[config.mk]
export PLATFORM = sky130hd
export DESIGN_NAME = ad_pin_mux_parallel_port
export DESIGN_NICKNAME = d
export VERILOG_FILES = /design/src/pkg/ad_pin_mux_pkg.sv /design/src/verilog/boot_strap_decode.sv /design/src/verilog/ad_pin_mux_parallel_port.sv
export VERILOG_INCLUDE_DIRS = /design/src /design/src/pkg
export SDC_FILE = /design/constraint.sdc
export NUM_CORES = 1
export LEC_CHECK = 0
export BUFFER_PORTS_ARGS = -buffer_cell sky130_fd_sc_hd__buf_2
export CELL_PAD_IN_SITES_DETAIL_PLACEMENT = 1
export CELL_PAD_IN_SITES_GLOBAL_PLACEMENT = 2
export CORE_MARGIN = 2
export CORE_UTILIZATION = 39
export DETAILED_ROUTE_END_ITERATION = 6
export PLACE_DENSITY_LB_ADDON = 0.1
export SYNTH_ARGS = -nofsm -noshare
export SYNTH_HDL_FRONTEND = slang
export SYNTH_SLANG_ARGS = --single-unit
export TNS_END_PERCENT = 10
[constraint.sdc]
create_clock -name clk_sys -period 3 [get_ports clk_sys]
set_clock_uncertainty 0.2 [all_clocks]
set_input_delay 0.3 -clock clk_sys [delete_from_list [all_inputs] [get_ports clk_sys]]
set_output_delay 0.3 -clock clk_sys [all_outputs]
set_load 0.02 [all_outputs]
[src/pkg/ad_pin_mux_defs.svh]
// Contract
// - system control bit 20 set with parallel port off turns pins into flags
// - flag mode maps pins 0-7 to flags 8-15, pins 8-15 to flags 0-7
// - boot straps: 00 spi slave, 01 spi master, 10 eprom, 11 internal rom
// - 8-bit mode, latch strobe high: A15:8 on pins 7:0, A23:16 on 15:8
// - 8-bit mode, latch strobe low: D7:0 on pins 7:0, A7:0 on 15:8
// - 16-bit mode: A15:0 on pins with latch strobe, then D15:0 after
// - read, write and latch strobe outputs are always driven, never floated
`ifndef AD_PIN_MUX_DEFS_SVH
`define AD_PIN_MUX_DEFS_SVH

`define REG_SYSTEM_CONTROL_REG        8'h00
`define REG_PP_ADDR       8'h01
`define REG_PP_DATA       8'h02
`define REG_PP_CTRL       8'h03
`define REG_FLAG_OUT      8'h04
`define REG_FLAG_DIR      8'h05
`define REG_FLAG_IN       8'h06
`define REG_BOOT          8'h07

`define SYSTEM_CONTROL_REG_PP_EN_BIT  0
`define SYSTEM_CONTROL_REG_WIDE_BIT   1
`define SYSTEM_CONTROL_REG_FLAG_BIT   20
`define SYSTEM_CONTROL_REG_RST        32'h0000_0000
`define SYSTEM_CONTROL_REG_MASK       32'h0010_0003

`define CTRL_START_BIT    0
`define CTRL_WRITE_BIT    1
`define STAT_BUSY_BIT     0
`define BOOT_VALID_BIT    2

`define BOOT_CODE_SPI_SLV 2'h0
`define BOOT_CODE_SPI_MST 2'h1
`define BOOT_CODE_EPROM   2'h2
`define BOOT_CODE_ROM     2'h3

`define CLK_PERIOD_NS     10
`define ALE_TIME_NS       20
`define STB_TIME_NS       40
`define REC_TIME_NS       10
`define NS_TO_CYC(t)      (((t) + `CLK_PERIOD_NS - 1) / `CLK_PERIOD_NS)
`define ALE_CYC           4'(`NS_TO_CYC(`ALE_TIME_NS))
`define STB_CYC           4'(`NS_TO_CYC(`STB_TIME_NS))
`define REC_CYC           4'(`NS_TO_CYC(`REC_TIME_NS))
`define STRAP_SETTLE      2'h2

`endif

[src/pkg/ad_pin_mux_pkg.sv]
package ad_pin_mux_pkg;

   typedef enum logic [1:0] {PP_IDLE, PP_ADDR, PP_STROBE, PP_RECOVER} pp_state_t;

   typedef enum logic [1:0] {BOOT_SPI_SLAVE, BOOT_SPI_MASTER, BOOT_PAR_EPROM,
                             BOOT_INT_ROM} boot_mode_t;

   typedef struct packed {
      logic [1:0] meta;
      logic [1:0] sync;
      logic [1:0] settle;
      logic       valid;
      boot_mode_t mode;
   } boot_state_t;

   typedef struct packed {
      pp_state_t   st;
      logic [3:0]  cnt;
      logic        dir;
      logic [31:0] system_control_reg;
      logic [23:0] addr;
      logic [15:0] wdat;
      logic [15:0] rdat;
      logic [15:0] flag_out;
      logic [15:0] flag_dir;
      logic [15:0] ad_meta;
      logic [15:0] ad_sync;
      logic [15:0] pin_out;
      logic [15:0] pin_oe;
      logic        ale;
      logic        rd_n;
      logic        wr_n;
      logic [31:0] rdata;
   } port_state_t;

endpackage

[src/verilog/boot_strap_decode.sv]
`timescale 1ns/1ns
`include "ad_pin_mux_defs.svh"

module boot_strap_decode
(
   input  wire  logic                     clk_sys,
   input  wire  logic                     rst_b,
   input  wire  logic [1:0]               boot_select_straps,
   output ad_pin_mux_pkg::boot_mode_t     boot_mode,
   output logic                           boot_valid
);
   import ad_pin_mux_pkg::*;

   boot_state_t q;
   boot_state_t d;

   function automatic boot_mode_t decode_strap(input logic [1:0] code);
      boot_mode_t m;
      m = BOOT_INT_ROM;
      unique case (code)
         `BOOT_CODE_SPI_SLV: m = BOOT_SPI_SLAVE;
         `BOOT_CODE_SPI_MST: m = BOOT_SPI_MASTER;
         `BOOT_CODE_EPROM:   m = BOOT_PAR_EPROM;
         `BOOT_CODE_ROM:     m = BOOT_INT_ROM;
      endcase
      return m;
   endfunction

   // straps are caught once after release; later changes on the pins are ignored
   always_comb
   begin
      d = q;
      d.meta = boot_select_straps;
      d.sync = q.meta;
      if (!q.valid)
      begin
         if (q.settle == `STRAP_SETTLE)
         begin
            d.valid = 1'b1;
            d.mode  = decode_strap(q.sync);
         end
         else
         begin
            d.settle = q.settle + 2'h1;
         end
      end
   end

   always_ff @(posedge clk_sys or negedge rst_b)
   begin
      if (!rst_b)
      begin
         q <= '0;
      end
      else
      begin
         q <= d;
      end
   end

   assign boot_mode  = q.mode;
   assign boot_valid = q.valid;

endmodule

[src/verilog/ad_pin_mux_parallel_port.sv]
`timescale 1ns/1ns
`include "ad_pin_mux_defs.svh"

module ad_pin_mux_parallel_port
(
   input  wire  logic                     clk_sys,
   input  wire  logic                     rst_b,
   input  wire  logic [7:0]               reg_addr,
   input  wire  logic [31:0]              reg_wdata,
   input  wire  logic                     reg_wr,
   input  wire  logic                     reg_rd,
   output logic [31:0]                    reg_rdata,
   input  wire  logic [15:0]              muxed_addr_data_pins_in,
   output logic [15:0]                    muxed_addr_data_pins_out,
   output logic [15:0]                    muxed_addr_data_pins_oe,
   output logic                           ale,
   output logic                           rd_n,
   output logic                           wr_n,
   input  wire  logic [1:0]               boot_select_straps,
   output ad_pin_mux_pkg::boot_mode_t     boot_mode,
   output logic                           flag_mode,
   output logic                           pp_busy
);
   import ad_pin_mux_pkg::*;

   port_state_t q;
   port_state_t d;
   boot_mode_t  boot_mode_w;
   logic        boot_valid_w;
   logic        pp_en;
   logic        wide;
   logic        fmode;
   logic        start;

   // pin i and pin i+8 trade halves; the mapping is its own inverse
   function automatic logic [15:0] pin_to_flag(input logic [15:0] v);
      return {v[7:0], v[15:8]};
   endfunction

   function automatic logic [15:0] addr_phase(input logic [23:0] a, input logic w);
      logic [15:0] p;
      if (w)
      begin
         p = a[15:0];
      end
      else
      begin
         p = {a[23:16], a[15:8]};
      end
      return p;
   endfunction

   function automatic logic [15:0] data_phase(input logic [23:0] a,
                                              input logic [15:0] dat,
                                              input logic        w);
      logic [15:0] p;
      if (w)
      begin
         p = dat;
      end
      else
      begin
         p = {a[7:0], dat[7:0]};
      end
      return p;
   endfunction

   function automatic logic [31:0] read_reg(input port_state_t s,
                                            input logic [7:0]  a,
                                            input boot_mode_t  bm,
                                            input logic        bv);
      logic [31:0] r;
      r = 32'h0000_0000;
      unique case (a)
         `REG_SYSTEM_CONTROL_REG:   r = s.system_control_reg;
         `REG_PP_ADDR:  r = {8'h00, s.addr};
         `REG_PP_DATA:  r = {16'h0000, s.rdat};
         `REG_PP_CTRL:  r = {31'h0000_0000, s.st != PP_IDLE};
         `REG_FLAG_OUT: r = {16'h0000, s.flag_out};
         `REG_FLAG_DIR: r = {16'h0000, s.flag_dir};
         `REG_FLAG_IN:  r = {16'h0000, pin_to_flag(s.ad_sync)};
         `REG_BOOT:     r = {29'h0000_0000, bv, 2'(bm)};
         default:       r = 32'h0000_0000;
      endcase
      return r;
   endfunction

   boot_strap_decode u_boot
   (
      .clk_sys            (clk_sys),
      .rst_b              (rst_b),
      .boot_select_straps (boot_select_straps),
      .boot_mode          (boot_mode_w),
      .boot_valid         (boot_valid_w)
   );

   always_comb
   begin
      d = q;
      pp_en = q.system_control_reg[`SYSTEM_CONTROL_REG_PP_EN_BIT];
      wide  = q.system_control_reg[`SYSTEM_CONTROL_REG_WIDE_BIT];
      // flags only once the port is off, so a live access never gets its pins stolen
      fmode = q.system_control_reg[`SYSTEM_CONTROL_REG_FLAG_BIT] && !pp_en;
      start = 1'b0;

      d.ad_meta = muxed_addr_data_pins_in;
      d.ad_sync = q.ad_meta;
      d.rdata   = 32'h0000_0000;

      if (reg_rd)
      begin
         d.rdata = read_reg(q, reg_addr, boot_mode_w, boot_valid_w);
      end

      if (reg_wr)
      begin
         unique case (reg_addr)
            `REG_SYSTEM_CONTROL_REG:
            begin
               d.system_control_reg = reg_wdata & `SYSTEM_CONTROL_REG_MASK;
            end
            `REG_PP_ADDR:
            begin
               if (q.st == PP_IDLE)
               begin
                  d.addr = reg_wdata[23:0];
               end
            end
            `REG_PP_DATA:
            begin
               if (q.st == PP_IDLE)
               begin
                  d.wdat = reg_wdata[15:0];
               end
            end
            `REG_PP_CTRL:
            begin
               start = reg_wdata[`CTRL_START_BIT] && (q.st == PP_IDLE) && pp_en && !fmode;
            end
            `REG_FLAG_OUT:
            begin
               d.flag_out = reg_wdata[15:0];
            end
            `REG_FLAG_DIR:
            begin
               d.flag_dir = reg_wdata[15:0];
            end
            default:
            begin
               d.cnt = q.cnt;
            end
         endcase
      end

      unique case (q.st)
         PP_IDLE:
         begin
            if (start)
            begin
               d.st  = PP_ADDR;
               d.cnt = `ALE_CYC - 4'h1;
               d.dir = reg_wdata[`CTRL_WRITE_BIT];
            end
         end
         PP_ADDR:
         begin
            if (q.cnt == 4'h0)
            begin
               d.st  = PP_STROBE;
               d.cnt = `STB_CYC - 4'h1;
            end
            else
            begin
               d.cnt = q.cnt - 4'h1;
            end
         end
         PP_STROBE:
         begin
            if (q.cnt == 4'h0)
            begin
               // sampled through the pin synchroniser, so pins must settle two cycles early
               if (!q.dir)
               begin
                  d.rdat = wide ? q.ad_sync : {8'h00, q.ad_sync[7:0]};
               end
               d.st  = PP_RECOVER;
               d.cnt = `REC_CYC - 4'h1;
            end
            else
            begin
               d.cnt = q.cnt - 4'h1;
            end
         end
         PP_RECOVER:
         begin
            if (q.cnt == 4'h0)
            begin
               d.st = PP_IDLE;
            end
            else
            begin
               d.cnt = q.cnt - 4'h1;
            end
         end
      endcase

      // turning the port off aborts an access in flight
      if (!d.system_control_reg[`SYSTEM_CONTROL_REG_PP_EN_BIT])
      begin
         d.st  = PP_IDLE;
         d.cnt = 4'h0;
      end

      // strobes are always driven; idle level is high for rd/wr, low for ale
      d.ale  = (d.st == PP_ADDR);
      d.rd_n = !((d.st == PP_STROBE) && !d.dir);
      d.wr_n = !((d.st == PP_STROBE) && d.dir);

      d.pin_out = 16'h0000;
      d.pin_oe  = 16'h0000;
      if (d.system_control_reg[`SYSTEM_CONTROL_REG_FLAG_BIT] && !d.system_control_reg[`SYSTEM_CONTROL_REG_PP_EN_BIT])
      begin
         d.pin_out = pin_to_flag(d.flag_out);
         d.pin_oe  = pin_to_flag(d.flag_dir);
      end
      else if (d.st == PP_ADDR)
      begin
         d.pin_out = addr_phase(d.addr, d.system_control_reg[`SYSTEM_CONTROL_REG_WIDE_BIT]);
         d.pin_oe  = 16'hffff;
      end
      else if (d.st == PP_STROBE || d.st == PP_RECOVER)
      begin
         d.pin_out = data_phase(d.addr, d.wdat, d.system_control_reg[`SYSTEM_CONTROL_REG_WIDE_BIT]);
         if (d.system_control_reg[`SYSTEM_CONTROL_REG_WIDE_BIT])
         begin
            d.pin_oe = d.dir ? 16'hffff : 16'h0000;
         end
         else
         begin
            d.pin_oe = {8'hff, d.dir ? 8'hff : 8'h00};
         end
      end
   end

   always_ff @(posedge clk_sys or negedge rst_b)
   begin
      if (!rst_b)
      begin
         q        <= '0;
         q.system_control_reg <= `SYSTEM_CONTROL_REG_RST;
         q.rd_n   <= 1'b1;
         q.wr_n   <= 1'b1;
      end
      else
      begin
         q <= d;
      end
   end

   assign reg_rdata                = q.rdata;
   assign muxed_addr_data_pins_out = q.pin_out;
   assign muxed_addr_data_pins_oe  = q.pin_oe;
   assign ale                      = q.ale;
   assign rd_n                     = q.rd_n;
   assign wr_n                     = q.wr_n;
   assign boot_mode                = boot_mode_w;
   assign flag_mode                = q.system_control_reg[`SYSTEM_CONTROL_REG_FLAG_BIT] && !q.system_control_reg[`SYSTEM_CONTROL_REG_PP_EN_BIT];
   assign pp_busy                  = (q.st != PP_IDLE);

endmodule

==> out/qor.csv <==
metric;value;unit
track_usage;20.3;%
synth_area_per_cell;13.1;sq um
r2r_cells;9;
ir_drop;0.340;mV
synth-edff-count;0;
critPathLaunchType;register;
cts_setup_buffers;0;
cp_max_fo;8;
switching_share;23.0;%
p_per_area;548;nW/um^2
dp_hpwl;16.1;mm
seqPwrFrac;50.0;%
drc;0;
reg2reg_to;muxed_addr_data_pins_oe[3];
crit_family;compound AO/OA/AOI/OAI gates;
viasPerCell;5.13;
p_sw;1280;uW
cp.arrival;2870;ps
grt_pass1_vias;5986;
ys_seq_area_share;57.1;%
finalCriticalPeriod;2700;ps
yosys.area.top_type;dfrtp_1;
slew_headroom;50.1;%
worst-path-buf-inv;2;
ys_ff_latch;198;
nNetsFinal;840;
r2r_start;q[220];
vias;5472;
synth_area_leaders;dfrtp_1 (57%), mux2_2 (8.8%), buf_4 (6.1%), mux2i_1 (4.8%), a21bo_2 (1.7%);
wire_per_inst;21.5;um
hold_violations;0;
worst_slack;298;ps
antenna_found_initial;0;
slowest_delay;430;ps
cpMaxStageDelayCell;dfrtp_1;
setup_viol;0;
area_growth;17.3;%
pre_cts_ws;89.4;ps
rsz0062_at_grt;no;
combPwrFrac;6.5;%
synthCells;664;
r2r_slack;300;ps
core;21800;sq um
tritoncts;yes;
yosys_most_used_dff;dfrtp_1;
ios;133;
cts-root-buf;clkbuf_16;
worstMarginPinSlew;748;ps
netlist_area;8670;sq um
numCtsBuffers;17;
fin_crit_sh;90.1;%
routabilityCongestion;0.808;
cp-end-kind;register;
drt-total-wl;22.9;mm
drt_iter0_markers;316;
clkSlewWorstSetupHoldPaths;70;ps
clock_latency;430;ps
yosysMostFrequentCell;dfrtp_1;
required;3170;ps
worst-path-stages;9;
yosysTopAreaCellShare;56.5;%
overflow;0;
grt_max_degree;74;
die_h;153;um
fmax;370;MHz
finalSetupTns;0;ps
cp-endpoint;muxed_addr_data_pins_oe[3];
rows;54;
cts_buffer_depth;2;
port_buffers;116;
internal_power;4290;uW
drtPass1Iterations;6;
crit_chain;inv_1, ha_1, nor3b_2, and2_1, a211oi_1, o21ai_1, o211ai_1, buf_12, a21bo_2;
synthArstFlopShare;100;%
max-cap-violations;0;
ys_types;59;
die_w;153;um
grt_first_pass_wirelength;36.5;mm
drive_above_1_share;38.0;%
initial_core_util;39.7;%
die_area;23500;sq um
status;finished clean;
p_leak;0.00526;uW
ant_nets;0;
antenna_cells;0;
hp-class;in2reg;
yosys_warnings;0;
clock_sinks;198;
slew_violations;0;
critPathLaunch;q[220];
pwr-share-clk;43.4;%
htree_levels;4;
criticalPathCategory;reg2reg;
ys_top_cells_by_count;dfrtp_1 (196), buf_4 (70), mux2_2 (68);
state kept, by name, summed over array words and instances (netlist names):
name,flops
q,113
reg_rdata,24
d,16
muxed_addr_data_pins_oe,16
muxed_addr_data_pins_out,16
u_boot.q,4
u_boot.boot_mode,2
u_boot.d,2
ale,1
pp_en,1
rd_n,1
u_boot.boot_valid,1
wr_n,1
per-stage QoR:
| step | hold WS (ps) | power, uW | instances | cell area (sq um) | util (%) |
|---|---|---|---|---|---|
| 6_report | 18.6 | 5580 | 1066 | 10200 | 46.6 |
| 5_1_grt | 10.2 | 5810 | 1066 | 10200 | 46.6 |
| 4_1_cts | 2.70 | 5660 | 1066 | 10200 | 46.6 |
| 3_5_place_dp | 137 | 3170 | 1004 | 9230 | 42.3 |
| 3_3_place_gp | 134 | 3160 | 1004 | 9230 | 42.3 |
| 2_1_floorplan | -196 | 2990 | 671 | 8700 | - |
area by class of cell:
cell class | instances | area (sq um)
tap | 280 | 350
inverter | 27 | 104
multi-input combinational | 353 | 2990
fill | 2258 | 11600
sequential | 198 | 4960
clock buffer | 21 | 480
clock inverter | 9 | 140
timing repair buffer | 178 | 1160
how the worst min path moves through the flow:
stage                  start     end  slack [ps]  depth (start not counted)
2_1_floorplan          rst_b     ale        -200                          0
3_3_place_gp           d[71]   q[71]         130                          0
3_5_place_dp           d[69]   q[69]         140                          0
4_1_cts        reg_wdata[15]  q[178]           3                          2
5_1_grt        reg_wdata[15]  q[162]          10                          2
6_report       reg_wdata[15]  q[178]          20                          2
metal layers:
metal	vias to the layer above	wire length (um)	global-route usage, %	part of all wire, %
li1	2473	-	-	-
met1	2864	11400	30.8	50
met2	117	10300	30.4	45
met3	18	1010	4.03	4.4
met4	0	195	4.01	0.85
met5	-	0	0	0
kinds of logic (layout without fill, tap and decap cells):
| kind of cell | Yosys count | in the layout | share of synthesized area (%) |
|---|---|---|---|
| buf+inv | 120 | 235 | 8.80 |
| xor+xnor | 3 | 3 | 0.303 |
| mux | 123 | 123 | 16.3 |
| compound gates | 107 | 107 | 9.45 |
| simple gates | 109 | 109 | 7.56 |
| fa+ha+maj | 3 | 3 | 0.433 |
| other cells | 1 | 8 | 0.0432 |
| flops | 198 | 198 | 57.1 |
repair_timing:
action	CTS	global route
hold endpoints to repair	101	0
setup endpoints to repair	0	18
hold buffers	32	0
resized for setup	0	1
power by group through the flow:
| stage | clock [uW] | sequential, uW | combinational [uW] |
|---|---|---|---|
| global route | 2610 | 2800 | 402 |
| global placement | 0 | 2840 | 328 |
| CTS | 2500 | 2790 | 370 |
| finish | 2420 | 2790 | 364 |
| floorplan | 0 | 2820 | 176 |
| detailed placement | 0 | 2840 | 335 |
cells in the final DEF (no fill, tap or decap), drive strengths merged, types with 2 or more instances in the layout:
master         n
a211oi         3
a21bo         16
a21oi         20
a221oi         7
a222oi         7
a22oi         10
a32oi          8
and2          11
buf          145
bufinv         3
clkbuf        22
clkinvlp       2
conb           8
dfrtp        196
dfstp          2
dlygate4sd3   32
ha             3
inv           30
mux2          77
mux2i         44
mux4           2
nand2         28
nand2b         4
nand3          3
nand4          2
nor2          37
nor2b          3
nor3           4
nor3b          2
nor4           2
o211ai         9
o21ai         12
o221ai         9
or2            9
xnor2          3
Power figures use the tool's default switching activity.
